<file path="src/ccuif_pkg.sv">
// constants for the capture/compare interrupt flag and enable block
package ccuif_pkg;
	localparam int          CCUIF_AW               = 8;
	localparam int          CCUIF_DW               = 8;
	// register offsets
	localparam logic [7:0]  CCUIF_ADDR_ENABLE      = 8'hC9;
	localparam logic [7:0]  CCUIF_ADDR_FLAGS       = 8'hE9;
	localparam logic [7:0]  CCUIF_ADDR_SRC_CODE    = 8'hDE;
	localparam logic [7:0]  CCUIF_ADDR_CTRL        = 8'hD0;
	localparam logic [7:0]  CCUIF_ADDR_STATUS      = 8'hD1;
	localparam logic [7:0]  CCUIF_ADDR_EVT_EN      = 8'hD2;
	localparam logic [7:0]  CCUIF_ADDR_EVT_CLR     = 8'hD3;
	// flag and enable bit positions
	localparam int          CCUIF_BIT_CAP_A        = 0;
	localparam int          CCUIF_BIT_CAP_B        = 1;
	localparam int          CCUIF_BIT_RSVD         = 2;
	localparam int          CCUIF_BIT_CMP_A        = 3;
	localparam int          CCUIF_BIT_CMP_D        = 6;
	localparam int          CCUIF_BIT_OVF          = 7;
	// control register bits
	localparam int          CCUIF_CTRL_GIE         = 0;
	localparam int          CCUIF_CTRL_SRC_EN      = 1;
	localparam int          CCUIF_CTRL_CMP_EN_LSB  = 4;
	// status event bits
	localparam int          CCUIF_EVT_REQ_RISE     = 0;
	localparam int          CCUIF_EVT_CODE_CHG     = 1;
	// reset values and implemented-bit mask
	localparam logic [7:0]  CCUIF_RST_FLAGS        = 8'h00;
	localparam logic [7:0]  CCUIF_RST_ENABLE       = 8'h00;
	localparam logic [7:0]  CCUIF_RST_CTRL         = 8'h00;
	localparam logic [1:0]  CCUIF_RST_EVT          = 2'h0;
	localparam logic [7:0]  CCUIF_MASK_IMPL        = 8'hFB;
	// source codes
	localparam logic [2:0]  CCUIF_CODE_NONE        = 3'h0;
	localparam logic [2:0]  CCUIF_CODE_CMP_D       = 3'h1;
	localparam logic [2:0]  CCUIF_CODE_CMP_C       = 3'h2;
	localparam logic [2:0]  CCUIF_CODE_CMP_B       = 3'h3;
	localparam logic [2:0]  CCUIF_CODE_CMP_A       = 3'h4;
	localparam logic [2:0]  CCUIF_CODE_CAP_B       = 3'h5;
	localparam logic [2:0]  CCUIF_CODE_CAP_A       = 3'h6;
	localparam logic [2:0]  CCUIF_CODE_OVF         = 3'h7;
endpackage : ccuif_pkg

</file>
<file path="src/ccuif_prio_enc.sv">
// fixed-priority encoder of the gated flags into the 3-bit source code
`timescale 1ns/1ps
module ccuif_prio_enc
	import ccuif_pkg::*;
(
	input  wire logic       mclk,
	input  wire logic       rstn,
	input  wire logic [7:0] pending,
	output logic      [2:0] code_r
);
	logic [2:0] code_nxt;

	always_comb begin
		code_nxt = CCUIF_CODE_NONE;
		if (pending[CCUIF_BIT_OVF])
			code_nxt = CCUIF_CODE_OVF;
		else if (pending[CCUIF_BIT_CAP_A])
			code_nxt = CCUIF_CODE_CAP_A;
		else if (pending[CCUIF_BIT_CAP_B])
			code_nxt = CCUIF_CODE_CAP_B;
		else if (pending[CCUIF_BIT_CMP_A])
			code_nxt = CCUIF_CODE_CMP_A;
		else if (pending[CCUIF_BIT_CMP_A + 1])
			code_nxt = CCUIF_CODE_CMP_B;
		else if (pending[CCUIF_BIT_CMP_A + 2])
			code_nxt = CCUIF_CODE_CMP_C;
		else if (pending[CCUIF_BIT_CMP_D])
			code_nxt = CCUIF_CODE_CMP_D;
	end

	always_ff @(posedge mclk or negedge rstn) begin
		if (!rstn)
			code_r <= CCUIF_CODE_NONE;
		else
			code_r <= code_nxt;
	end
endmodule : ccuif_prio_enc

</file>
<file path="src/ccuif_top.sv">
// interrupt flags, enables and request of the capture/compare timer unit
// Function
// - capture A event sets flag bit 0, held until software clears it
// - capture B event sets flag bit 1, held until software clears it
// - timer equal to compare A sets flag bit 3 while channel A enabled
// - timer equal to compare B sets flag bit 4 while channel B enabled
// - timer equal to compare C sets flag bit 5 while channel C enabled
// - timer equal to compare D sets flag bit 6 while channel D enabled
// - timer overflow sets flag bit 7, held until software clears it
// - compare interrupt needs global enable, unit source enable and channel enable
// - enable bits 0 and 1 gate capture A and B interrupts
// - enable bits 3 to 6 gate compare A to D interrupts
// - enable bit 7 gates the overflow interrupt
// - gated flags priority-encode to a 3-bit code, overflow highest, compare D lowest
// - writing zero to a flag bit clears it; writing one leaves it
//
// The address-and-strobe port was chosen for this implementation.
`timescale 1ns/1ps
module ccuif_top
	import ccuif_pkg::*;
(
	input  wire logic                mclk,
	input  wire logic                rstn,
	input  wire logic [CCUIF_AW-1:0] addr,
	input  wire logic [CCUIF_DW-1:0] wdata,
	input  wire logic                wr,
	input  wire logic                rd,
	output logic      [CCUIF_DW-1:0] rdata,
	input  wire logic                capture_a_event,
	input  wire logic                capture_b_event,
	input  wire logic                timer_overflow_event,
	input  wire logic [15:0]         timer_value,
	input  wire logic [15:0]         compare_a_value,
	input  wire logic [15:0]         compare_b_value,
	input  wire logic [15:0]         compare_c_value,
	input  wire logic [15:0]         compare_d_value,
	output logic                     ccu_irq_req,
	output logic      [2:0]          encoded_interrupt_source,
	output logic                     ccu_evt_irq
);
	logic [7:0]          ccu_interrupt_flags_r;
	logic [7:0]          ccu_interrupt_flags_nxt;
	logic [7:0]          ccu_interrupt_enable_r;
	logic [7:0]          ctrl_r;
	logic [1:0]          evt_status_r;
	logic [1:0]          evt_enable_r;
	logic [7:0]          hw_set;
	logic [7:0]          pending;
	logic [3:0]          cmp_match;
	logic [15:0]         cmp_val [4];
	logic [2:0]          code_r;
	logic [2:0]          code_prev_r;
	logic                req_nxt;
	logic                req_prev_r;
	logic [1:0]          evt_set;
	logic [CCUIF_DW-1:0] rdata_nxt;
	logic                global_interrupt_enable;
	logic                capture_unit_source_enable;

	function automatic logic hit(input logic [7:0] a, input logic [7:0] reg_addr);
		hit = (a == reg_addr);
	endfunction : hit

	assign global_interrupt_enable    = ctrl_r[CCUIF_CTRL_GIE];
	assign capture_unit_source_enable = ctrl_r[CCUIF_CTRL_SRC_EN];
	assign cmp_val[0] = compare_a_value;
	assign cmp_val[1] = compare_b_value;
	assign cmp_val[2] = compare_c_value;
	assign cmp_val[3] = compare_d_value;

	// compare matches count only while the channel itself is switched on
	genvar g;
	generate
		for (g = 0; g < 4; g++) begin : g_cmp
			assign cmp_match[g] = ctrl_r[CCUIF_CTRL_CMP_EN_LSB + g]
				&& (timer_value == cmp_val[g]);
			assign hw_set[CCUIF_BIT_CMP_A + g] = cmp_match[g];
		end
	endgenerate

	assign hw_set[CCUIF_BIT_CAP_A] = capture_a_event;
	assign hw_set[CCUIF_BIT_CAP_B] = capture_b_event;
	assign hw_set[CCUIF_BIT_RSVD]  = 1'b0;
	assign hw_set[CCUIF_BIT_OVF]   = timer_overflow_event;

	// a hardware set in the same cycle as a clearing write wins
	always_comb begin
		ccu_interrupt_flags_nxt = ccu_interrupt_flags_r;
		if (wr && hit(addr, CCUIF_ADDR_FLAGS))
			ccu_interrupt_flags_nxt = ccu_interrupt_flags_r & wdata;
		ccu_interrupt_flags_nxt = (ccu_interrupt_flags_nxt | hw_set) & CCUIF_MASK_IMPL;
	end

	always_ff @(posedge mclk or negedge rstn) begin
		if (!rstn)
			ccu_interrupt_flags_r <= CCUIF_RST_FLAGS;
		else
			ccu_interrupt_flags_r <= ccu_interrupt_flags_nxt;
	end

	// reserved bit 2 is not stored, so a stray one from software does no harm
	always_ff @(posedge mclk or negedge rstn) begin
		if (!rstn)
			ccu_interrupt_enable_r <= CCUIF_RST_ENABLE;
		else if (wr && hit(addr, CCUIF_ADDR_ENABLE))
			ccu_interrupt_enable_r <= wdata & CCUIF_MASK_IMPL;
	end

	always_ff @(posedge mclk or negedge rstn) begin
		if (!rstn)
			ctrl_r <= CCUIF_RST_CTRL;
		else if (wr && hit(addr, CCUIF_ADDR_CTRL))
			ctrl_r <= wdata;
	end

	assign pending = ccu_interrupt_flags_r & ccu_interrupt_enable_r;

	ccuif_prio_enc u_enc (
		.mclk    (mclk),
		.rstn    (rstn),
		.pending (pending),
		.code_r  (code_r)
	);

	// capture and overflow need only the global enable; compare also needs
	// the unit source enable
	assign req_nxt = global_interrupt_enable && (
		(|pending[CCUIF_BIT_CAP_B:CCUIF_BIT_CAP_A]) || pending[CCUIF_BIT_OVF] ||
		(capture_unit_source_enable && (|pending[CCUIF_BIT_CMP_D:CCUIF_BIT_CMP_A])));

	always_ff @(posedge mclk or negedge rstn) begin
		if (!rstn)
			ccu_irq_req <= 1'b0;
		else
			ccu_irq_req <= req_nxt;
	end

	always_ff @(posedge mclk or negedge rstn) begin
		if (!rstn) begin
			req_prev_r  <= 1'b0;
			code_prev_r <= CCUIF_CODE_NONE;
		end else begin
			req_prev_r  <= req_nxt;
			code_prev_r <= code_r;
		end
	end

	assign encoded_interrupt_source = code_r;

	// sticky events: request rise and source code change
	assign evt_set[CCUIF_EVT_REQ_RISE] = req_nxt && !req_prev_r;
	assign evt_set[CCUIF_EVT_CODE_CHG] = code_r != code_prev_r;

	always_ff @(posedge mclk or negedge rstn) begin
		if (!rstn)
			evt_status_r <= CCUIF_RST_EVT;
		else if (wr && hit(addr, CCUIF_ADDR_EVT_CLR))
			evt_status_r <= (evt_status_r & ~wdata[1:0]) | evt_set;
		else
			evt_status_r <= evt_status_r | evt_set;
	end

	always_ff @(posedge mclk or negedge rstn) begin
		if (!rstn)
			evt_enable_r <= CCUIF_RST_EVT;
		else if (wr && hit(addr, CCUIF_ADDR_EVT_EN))
			evt_enable_r <= wdata[1:0];
	end

	always_ff @(posedge mclk or negedge rstn) begin
		if (!rstn)
			ccu_evt_irq <= 1'b0;
		else
			ccu_evt_irq <= |(evt_status_r & evt_enable_r);
	end

	always_comb begin
		rdata_nxt = 8'h00;
		case (addr)
			CCUIF_ADDR_FLAGS:    rdata_nxt = ccu_interrupt_flags_r;
			CCUIF_ADDR_ENABLE:   rdata_nxt = ccu_interrupt_enable_r;
			CCUIF_ADDR_SRC_CODE: rdata_nxt = {5'h00, code_r};
			CCUIF_ADDR_CTRL:     rdata_nxt = ctrl_r;
			CCUIF_ADDR_STATUS:   rdata_nxt = {6'h00, evt_status_r};
			CCUIF_ADDR_EVT_EN:   rdata_nxt = {6'h00, evt_enable_r};
			default:             rdata_nxt = 8'h00;
		endcase
	end

	// read data stand only in the cycle after the strobe
	always_ff @(posedge mclk or negedge rstn) begin
		if (!rstn)
			rdata <= 8'h00;
		else if (rd)
			rdata <= rdata_nxt;
		else
			rdata <= 8'h00;
	end
endmodule : ccuif_top

</file>
<file path="config.mk">
export PLATFORM = sky130hd
export DESIGN_NAME = ccuif_top
export DESIGN_NICKNAME = d
export VERILOG_FILES = /design/src/ccuif_pkg.sv /design/src/ccuif_prio_enc.sv /design/src/ccuif_top.sv
export SDC_FILE = /design/constraint.sdc
export NUM_CORES = 1
export LEC_CHECK = 0
export BUFFER_PORTS_ARGS = -buffer_cell sky130_fd_sc_hd__clkbuf_2
export CAP_MARGIN = 25
export CELL_PAD_IN_SITES_DETAIL_PLACEMENT = 0
export CELL_PAD_IN_SITES_GLOBAL_PLACEMENT = 1
export CORE_MARGIN = 1
export CORE_UTILIZATION = 38
export CTS_BUF_LIST = sky130_fd_sc_hd__clkbuf_4 sky130_fd_sc_hd__clkbuf_8 sky130_fd_sc_hd__clkbuf_16
export DETAILED_ROUTE_END_ITERATION = 8
export PLACE_DENSITY = 0.85
export SLEW_MARGIN = 15
export SYNTH_ARGS = -nofsm -noshare
export SYNTH_HDL_FRONTEND = slang
export SYNTH_SLANG_ARGS = --single-unit
export TNS_END_PERCENT = 100
</file>
<file path="constraint.sdc">
create_clock -name mclk -period 1.8 [get_ports mclk]
set_input_delay 0.54 -clock mclk [delete_from_list [all_inputs] [get_ports mclk]]
set_output_delay 0.54 -clock mclk [all_outputs]
set_load 0.01 [all_outputs]
</file>
* Word-level counts from Yosys, hierarchy flattened *
Index checks and enable logic that the tools add are counted.

word-level totals
  register bits after elaboration = 42
  bits of input ports = 103
  output and inout bits = 13

operators by class
  multiplexer cells = 11
  eq/ne operators = 12
  reduce and logical (&&, ||, !) cells = 18
  bitwise operators = 8

operators with widths
  operator            count
  $eq 16x16->1        4
  $eq 8x8->1 const B  7
  $pmux 8 s6          1
  $mux 3              6
  $and 8x8->8         2
  $mux 8              2
  $logic_and 1x1->1   12
  $or 8x8->8          1
  $and 2x2->2         2
  $or 2x2->2          2
  $reduce_or 2->1     2
  $reduce_or 4->1     1
  $ne 3x3->1          1
  $logic_or 1x1->1    2
  $mux 2              1
  $not 2->2           1
  $logic_not 1->1     1
  $mux 1              1

* Logic depth before layout (Yosys ltp) *
Gate-level depths: netlist (run 1).

  word-level depth = 8
  depth in mapped cells = 6
  depth with buffers taken out = 4

* Cells and area by module *
A second synthesis (run 1) with hierarchy kept.

unflattened totals
  cells, all modules = 250
  area, all modules = 2,635.0 um^2

modules (own cells, without submodules)
  module          area an instance (um^2)  cells each  instances
  ccuif_top       2,514.9                  237         1
  ccuif_prio_enc  120.1                    13          1

* Worst setup path after synthesis (run 1) *
OpenSTA, ideal clock, no wires.

  kind = input to register
  start = input port addr[1]
  end = register ccu_interrupt_enable_r[0]
  stages = 6
  arrival = 1,872 ps
  slack = -197 ps
  data required time = 1,675 ps
  path through = buf_2 nor3b_2 and2_1 buf_4 nor3b_4 mux2_2

between the ends
  longest elaborated chain between the ends = 2

ends and longest elaborated chain
  item                    RTL line          source
  start: declaration      ccuif_top.sv:24   input wire logic [CCUIF_AW-1:0] addr,
  $eq 8x8->1              ccuif_top.sv:61   hit = (a == reg_addr);
  $logic_and 1x1->1       ccuif_top.sv:105  else if (wr && hit(addr, CCUIF_ADDR_ENABLE))
  end signal: assignment  ccuif_top.sv:106  ccu_interrupt_enable_r <= wdata & CCUIF_MASK_IMPL;
  end: declaration        ccuif_top.sv:43   logic [7:0] ccu_interrupt_enable_r;

No other way between the ends.
A chain may end at the register's enable or synchronous reset.

* Worst setup path after layout (run 1) *
  start = input port addr[2]
  end = register ccu_interrupt_enable_r[4]

Same word-level chain as after synthesis.

==> results of run 1 <==
==> cell type report <==
type,instances,area (sq um),share of cell area [%]
well taps,77,96.3,2.65
clock inverters,3,68.8,1.89
flip-flops and latches,42,1050,28.9
repair buffers,138,773,21.3
clock buffers,5,68.8,1.89
multi-input cells,197,1550,42.7
inverters,6,22.5,0.620
==> layer usage <==
layer  wire length [um]  vias up
li1                   -     1174
met1               2970     1088
met2               3540      102
met3                446       10
met4                114        0
met5                  0        -
==> synthesized netlist by cell type (all sizes together), types with 2 or more instances <==
cell type | number | area, sq um
nand3 | 3 | 15.0
nor4 | 13 | 87.6
a41o | 2 | 20.0
dfrtp | 42 | 1050
inv | 6 | 22.5
o32ai | 2 | 17.5
nand4b | 2 | 32.5
a22oi | 8 | 60.1
buf | 4 | 22.5
a21oi | 3 | 15.0
nand2 | 17 | 63.8
nand2b | 5 | 31.3
xnor2 | 7 | 61.3
nand4 | 8 | 50.1
mux2 | 22 | 248
nor2 | 7 | 26.3
nor3b | 2 | 31.3
nor3 | 5 | 30.0
or4 | 2 | 15.0
o21ai | 17 | 85.1
xor2 | 60 | 526
mux2i | 3 | 30.0
==> final timing paths <==
kind | start | slack, ns | cells past startpoint | to
min in group mclk | capture_b_event | 0.42 | 2 | ccu_interrupt_flags_r[1]$_DFF_PN0_
min reg2reg | u_enc.code_r[0]$_DFF_PN0_ | 0.46 | 0 | code_prev_r[0]$_DFF_PN0_
max | addr[2] | 0.23 | 6 | ccu_interrupt_enable_r[4]$_DFFE_PN0P_
min | rstn | 0.19 | 2 | evt_enable_r[0]$_DFFE_PN0P_
max reg2reg | ccu_interrupt_enable_r[4]$_DFFE_PN0P_ | 0.55 | 4 | evt_status_r[0]$_DFF_PN0_
max in group asynchronous | rstn | 1.40 | 2 | ctrl_r[2]$_DFFE_PN0P_
==> sequential cells by signal (all words and copies together), names as in the netlist <==
| signal | count |
|---|---|
| ccu_evt_irq | 1 |
| ccu_interrupt_flags_r | 7 |
| evt_enable_r | 2 |
| evt_status_r | 2 |
| code_prev_r | 3 |
| rdata | 8 |
| ctrl_r | 8 |
| ccu_interrupt_enable_r | 7 |
| req_prev_r | 1 |
| u_enc.code_r | 3 |
==> cell families after synthesis <==
family / after synthesis / synth area share [%]
xor+xnor: 67 / 22.5
mux: 25 / 10.6
flops: 42 / 40.3
buf+inv: 10 / 1.73
compound gates: 36 / 8.83
simple gates: 69 / 16.0
==> power by group through the flow <==
| stage | logic (uW) | registers (uW) | clock network (uW) |
|---|---|---|---|
| finish | 446 | 1010 | 905 |
| global route | 495 | 1010 | 945 |
| CTS | 451 | 1010 | 914 |
| detailed placement | 450 | 1030 | 0 |
| global placement | 443 | 1030 | 0 |
| floorplan | 195 | 1020 | 0 |
==> cells in the final DEF, fill, tap and decap left out, types with 3 or more instances in the layout <==
| cell type | n |
|---|---|
| sky130_fd_sc_hd__a21oi_1 | 3 |
| sky130_fd_sc_hd__nand4_1 | 8 |
| sky130_fd_sc_hd__clkbuf_2 | 115 |
| sky130_fd_sc_hd__buf_4 | 21 |
| sky130_fd_sc_hd__xnor2_1 | 7 |
| sky130_fd_sc_hd__inv_1 | 6 |
| sky130_fd_sc_hd__clkbuf_8 | 5 |
| sky130_fd_sc_hd__nand3_1 | 3 |
| sky130_fd_sc_hd__nor3_1 | 4 |
| sky130_fd_sc_hd__o21ai_0 | 16 |
| sky130_fd_sc_hd__mux2i_1 | 3 |
| sky130_fd_sc_hd__a22oi_1 | 8 |
| sky130_fd_sc_hd__nand2b_1 | 5 |
| sky130_fd_sc_hd__xor2_1 | 60 |
| sky130_fd_sc_hd__mux2_2 | 15 |
| sky130_fd_sc_hd__nand2_1 | 17 |
| sky130_fd_sc_hd__nor2_1 | 7 |
| sky130_fd_sc_hd__dfrtp_1 | 42 |
| sky130_fd_sc_hd__nor4_1 | 12 |
| sky130_fd_sc_hd__mux2_4 | 7 |
==> through the flow <==
stage | cells | setup WS [ns] | hold slack (ns) | total power [uW] | setup TNS [ns]
4_1_cts | 468 | 0.235 | 0.205 | 2370 | 0
2_1_floorplan | 249 | -0.177 | 0.244 | 1220 | -1.39
3_3_place_gp | 460 | -0.0501 | 0.451 | 1470 | -0.453
3_5_place_dp | 460 | -0.0750 | 0.442 | 1480 | -0.640
5_1_grt | 468 | 0.176 | 0.220 | 2450 | 0
6_report | 468 | 0.231 | 0.193 | 2360 | 0
==> impl_metrics.sql, run 1 <==
INSERT INTO impl_metrics (metric_group, metric, value, unit) VALUES
('cts', 'cts-resized-gates', '0', ''),
('logic_synthesis', 'synth_ff_type', 'sky130_fd_sc_hd__dfrtp_1', ''),
('timing', 'final_hold_viol_count', '0', ''),
('cts', 'clk_transition_reported_paths', '0.09', 'ns'),
('timing', 'report.final.slew_viol_count', '0', ''),
('worst_setup_path', 'worstPathRequired', '1.99', 'ns'),
('logic_synthesis', 'number_of_enable_type_register_cells_in_the_synthesized_netlist', '0', ''),
('pwr', 'p_sw', '594', 'uW'),
('layout', 'antenna_cells_inserted', '0', ''),
('grt', 'grtUsageMet3', '4.57', '%'),
('outcome', 'run_status', 'finished, violations left', ''),
('cts', 'cts_tree', 'done', ''),
('worst_setup_path', 'critical-path-top-delay-family', 'simple AND/OR/NAND/NOR gates', ''),
('grt', 'global_route.usage.met1', '24.2', '%'),
('outcome', 'violations', 'design-rule violations', ''),
('layout', 'share_of_cells_above_drive_strength_1', '44.8', '%'),
('logic_synthesis', 'synth.yosys.seq_area_share', '40.3', '%'),
('worst_setup_path', 'slowest_delay', '0.29', 'ns'),
('layout', 'finish.net_count', '493', ''),
('placed_design', 'detailed_place.area', '0.00349', 'sq mm'),
('routing', 'drt_pre_antenna_iters', '7', ''),
('pwr', 'p_int', '1760', 'uW'),
('logic_synthesis', 'synth.lib_cells_used.distinct', '37', ''),
('routing', 'dr_total_vias', '2374', ''),
('layout', 'post-route-cell-area', '0.00363', 'sq mm'),
('pwr', 'power_switching_share', '25.2', '%'),
('worst_setup_path', 'path_cells', 'clkbuf_2, nor3b_4, and2_1, nor3b_4, buf_12, mux2_4', ''),
('timing', 'tightestPinTransition', '0.403', 'ns'),
('cts', 'htreeDepth', '2', ''),
('pwr', 'p_leak', '0.00184', 'uW'),
('worst_setup_path', 'setup.worst_path.start_class', 'input pin', ''),
('grt', 'gr-usage-all-layers', '20.8', '%'),
('cts', 'post_cts.repair.setup_buffers', '0', ''),
('logic_synthesis', 'synth_fp_nets', '352', ''),
('placed_design', 'globalplace.congestion', '0.898', ''),
('cts', 'clk_path_buf_depth', '2', ''),
('pwr', 'clock_power_share', '38.4', '%'),
('worst_setup_path', 'setup.worst_path.end_class', 'flop', ''),
('worst_setup_path', 'critical_path_peak_fanout', '7', ''),
('pwr', 'power.share.combinational', '18.9', '%'),
('grt', 'globalRoute.totalOverflow', '0', ''),
('floorplan', 'dieWidth', '84.9', 'um'),
('timing', 'post-route-min-period', '1.57', 'ns'),
('cts', 'cts_hold_fix_bufs', '0', ''),
('pwr', 'peakVddDrop', '311', 'uV'),
('floorplan', 'initial_utilization', '40.2', '%'),
('worst_setup_path', 'crit_path_top_delay_cell', 'sky130_fd_sc_hd__mux2_4', ''),
('routing', 'post_drt_via_cell_ratio', '5.07', ''),
('layout', 'area.growth.synth_to_final', '39.2', '%'),
('placed_design', 'hpwl', '5.88', 'mm'),
('grt', 'first_pass_grt_wire_length', '11.6', 'mm'),
('grt', 'antenna_found_initial', '0', ''),
('worst_setup_path', 'worstSetupPathType', 'input pin to flop', ''),
('worst_setup_path', 'cp_num_buf_inv', '2', ''),
('floorplan', 'io_pins', '116', ''),
('logic_synthesis', 'syn_avg_cell_area', '10.5', 'sq um'),
('logic_synthesis', 'async_flop_share', '100', '%'),
('grt', 'grt_max_degree', '43', ''),
('cts', 'clock-sinks', '42', ''),
('grt', 'grt.met2_usage', '37.6', '%'),
('floorplan', 'die_area', '0.00720', 'sq mm'),
('floorplan', 'design.core.area', '0.00649', 'sq mm'),
('grt', 'busiest_layer', 'met2', ''),
('pwr', 'power_frac_seq', '42.7', '%'),
('routing', 'drc_errors', '5', ''),
('run', 'drv.max_cap_violation_count', '0', ''),
('timing', 'period_share', '87.2', '%'),
('timing', 'max_clock_freq', '0.637', 'GHz'),
('cts', 'cts_root_buf', 'sky130_fd_sc_hd__clkbuf_8', ''),
('worst_hold_path', 'hold_class', 'input pin to asynchronous set/reset pin', ''),
('routing', 'route.antenna.remaining_nets', '0', '');
Note: power is estimated with default switching activity, not from simulation.
==> inputs of run 2 (changes only) <==
Settings changed: SYNTH_HIERARCHICAL set to 1.
==> run 2 against run 1 <==
  * First-iteration DRC count up 78%
  * Register-to-register slack worse by 0.05 ns
  * Synthesized cell count unchanged
  * Clock skew up 0.0051 ns
  * Sequential power about the same
  * Utilization down 2.3 points
  * The run now ends clean
  * Setup slack worse by 0.075 ns
  * Sequential share of layout area up 1.1 points
  * Global-route usage down 0.94 points
  * Fmax down 4.6%
  * Clock power up 0.4%
  * Die area up 0.85%
==> impl_metrics.sql, run 2 <==
INSERT INTO impl_metrics (metric_group, metric, value, unit) VALUES
('floorplan', 'standard_cell_rows', '29', ''),
('timing', 'final_hold_viol_count', '0', ''),
('worst_setup_path', 'worstPathRequired', '1.98', 'ns'),
('worst_setup_path', 'setup.worst_path.start_class', 'input pin', ''),
('timing', 'report.final.slew_viol_count', '0', ''),
('pwr', 'p_int', '1780', 'uW'),
('layout', 'finish.net_count', '481', ''),
('pwr', 'power_density', '665', 'mW/mm^2'),
('pwr', 'p_sw', '550', 'uW'),
('routing', 'post_drt_via_cell_ratio', '5.05', ''),
('logic_synthesis', 'synth_fp_nets', '352', ''),
('layout', 'antenna_cells_inserted', '0', ''),
('cts', 'cts_tree', 'done', ''),
('grt', 'globalRoute.totalOverflow', '0', ''),
('logic_synthesis', 'synth_warnings', '6', ''),
('layout', 'commonest_non_fill_non_tap_cells_in_the_layout', 'sky130_fd_sc_hd__clkbuf_2, sky130_fd_sc_hd__xor2_1, sky130_fd_sc_hd__dfrtp_1', ''),
('pwr', 'peakVddDrop', '330', 'uV'),
('cts', 'tritoncts.num_buffers', '5', ''),
('cts', 'clock_latency', '0.29', 'ns'),
('timing', 'timing.slew.headroom', '48.8', '%'),
('routing', 'routedLengthMet1', '2.73', 'mm'),
('cts', 'clk_path_buf_depth', '2', ''),
('layout', 'post-route-cell-area', '0.00350', 'sq mm'),
('grt', 'grt_pass1_vias', '2348', ''),
('worst_setup_path', 'setup.worst_path.end_class', 'flop', ''),
('timing', 'fin_worst_skew', '0.00882', 'ns'),
('cts', 'clk_transition_reported_paths', '0.08', 'ns'),
('cts', 'cts_root_buf', 'sky130_fd_sc_hd__clkbuf_8', ''),
('routing', 'met3WireLength', '455', 'um'),
('grt', 'grt_max_degree', '43', ''),
('routing', 'post_drt_wl_per_cell', '14.7', 'um'),
('worst_setup_path', 'critical_path_peak_fanout', '7', ''),
('layout', 'final_common_cell', 'sky130_fd_sc_hd__clkbuf_2', ''),
('logic_synthesis', 'syn_avg_cell_area', '10.6', 'sq um'),
('routing', 'route.top_layer_used', 'met4', ''),
('routing', 'drt_pre_antenna_iters', '4', ''),
('timing', 'max_clock_freq', '0.608', 'GHz'),
('cts', 'cts-resized-gates', '0', ''),
('floorplan', 'io_pins', '116', ''),
('floorplan', 'initial_utilization', '40.3', '%'),
('pwr', 'power_frac_seq', '43.2', '%'),
('outcome', 'run_status', 'finished, final reports clean', ''),
('timing', 'rsz0062_at_grt', 'false', ''),
('timing', 'tightestPinTransition', '0.761', 'ns'),
('floorplan', 'dieWidth', '85.2', 'um'),
('layout', 'largest_registers', 'ctrl_r (8), rdata (8)', ''),
('logic_synthesis', 'cell_area_after_synthesis', '0.00263', 'sq mm'),
('placed_design', 'port_buffers', '115', ''),
('floorplan', 'die_area', '0.00726', 'sq mm'),
('cts', 'cts_hold_fix_bufs', '0', ''),
('floorplan', 'design.core.area', '0.00653', 'sq mm'),
('logic_synthesis', 'syn-instance-count', '249', ''),
('routing', 'drc_errors', '0', ''),
('worst_setup_path', 'timing.critical_path.arrival', '1.83', 'ns'),
('worst_hold_path', 'hold_class', 'input pin to asynchronous set/reset pin', ''),
('worst_setup_path', 'beginning_of_the_worst_register_to_register_path', 'ccu_interrupt_enable_r[3]$_DFFE_PN0P_', ''),
('grt', 'first_pass_grt_wire_length', '11.1', 'mm'),
('layout', 'fillerInstances', '618', ''),
('floorplan', 'die_h', '85.2', 'um'),
('timing', 'post-route-min-period', '1.64', 'ns'),
('pwr', 'total_power', '2330', 'uW'),
('routing', 'dr_total_vias', '2305', ''),
('worst_setup_path', 'worstSetupStartpoint', 'addr[4]', ''),
('timing', 'setup_viol', '0', ''),
('placed_design', 'detailed_place.area', '0.00336', 'sq mm'),
('routing', 'detail_route.iter0.violations', '135', ''),
('pwr', 'clock_power_share', '39.0', '%'),
('pwr', 'power.share.combinational', '17.7', '%'),
('cts', 'post_cts.repair.setup_buffers', '0', ''),
('routing', 'met2WireLength', '3.43', 'mm'),
('cts', 'htreeDepth', '2', ''),
('placed_design', 'globalplace.congestion', '0.789', ''),
('layout', 'share_of_cells_above_drive_strength_1', '43.5', '%'),
('grt', 'antenna_found_initial', '0', ''),
('pwr', 'p_leak', '0.00178', 'uW'),
('run', 'drv.max_cap_violation_count', '0', ''),
('pwr', 'power_switching_share', '23.6', '%'),
('placed_design', 'hpwl', '5.65', 'mm'),
('worst_setup_path', 'worstSetupPathType', 'input pin to flop', ''),
('layout', 'area.growth.synth_to_final', '33.1', '%'),
('routing', 'route.antenna.remaining_nets', '0', ''),
('grt', 'gr-usage-all-layers', '19.9', '%'),
('routing', 'drt-total-wl', '6.72', 'mm'),
('cts', 'clock-sinks', '42', ''),
('timing', 'period_share', '91.3', '%');
[run 2: changes by cell type in the layout (fill, tap and decap cells not counted), sizes merged, moves of 3 or more]
cell   previous run  this run
nand4             8         2
xnor2             7         4
nand3             3         9
o21ai            17        14
buf              23        10
nor4             13        16
nor2              7        10
nand2            17         9
xor2             60        63
inv               6         9
[run 2: worst paths after layout]
kind | endpoint | slack (ns) | cells past startpoint
min in group mclk | ccu_interrupt_flags_r[1]$_DFF_PN0_ | 0.44 | 2
worst min register to register | code_prev_r[0]$_DFF_PN0_ | 0.46 | 0
worst max register to register | evt_status_r[0]$_DFF_PN0_ | 0.50 | 4
worst max-delay path | ccu_interrupt_flags_r[6]$_DFF_PN0_ | 0.16 | 5
max in group asynchronous | rdata[3]$_DFF_PN0_ | 1.14 | 2
worst min-delay path | code_prev_r[0]$_DFF_PN0_ | 0.29 | 2
[run 2: metrics by stage]
step	setup slack, ns	cells	hold slack [ns]	utilization, %	TNS, ns
after global placement	-0.136	448	0.448	51.4	-2.31
after floorplan	0.0414	249	0.244	-	0
final	0.156	456	0.293	53.6	0
after global routing	0.0893	456	0.349	53.6	0
after detailed placement	-0.159	448	0.452	51.4	-3.05
after CTS	0.161	456	0.307	53.6	0
[run 2: power groups by stage]
stage / Combinational, uW / Clock (uW) / Sequential, uW
5_1_grt: 461 / 981 / 1010
3_5_place_dp: 419 / 0 / 1020
2_1_floorplan: 187 / 0 / 1020
3_3_place_gp: 410 / 0 / 1020
4_1_cts: 420 / 930 / 1010
6_report: 413 / 909 / 1010
[run 2: critical path: stages]
cell and delay [ns]:
sky130_fd_sc_hd__clkbuf_2 0.11, sky130_fd_sc_hd__or3b_4 0.43, sky130_fd_sc_hd__or4_4 0.51, sky130_fd_sc_hd__o21ai_1 0.16, sky130_fd_sc_hd__o21ai_1 0.08
[run 2: layout make-up]
type	instances	area, sq um	share of cell area [%]
multi-input combinational	194	1520	43.5
sequential	42	1050	30.0
timing repair buffer	125	651	18.6
tap	77	96.3	2.75
clock buffer	6	82.6	2.36
clock inverter	2	60.1	1.71
inverter	10	37.5	1.07
[run 2: metal layers]
metal	GRT usage [%]	vias to the layer above
met1	23.4	1063
met5	0	-
met3	4.86	7
met4	6.32	0
met2	35.6	100
li1	-	1135
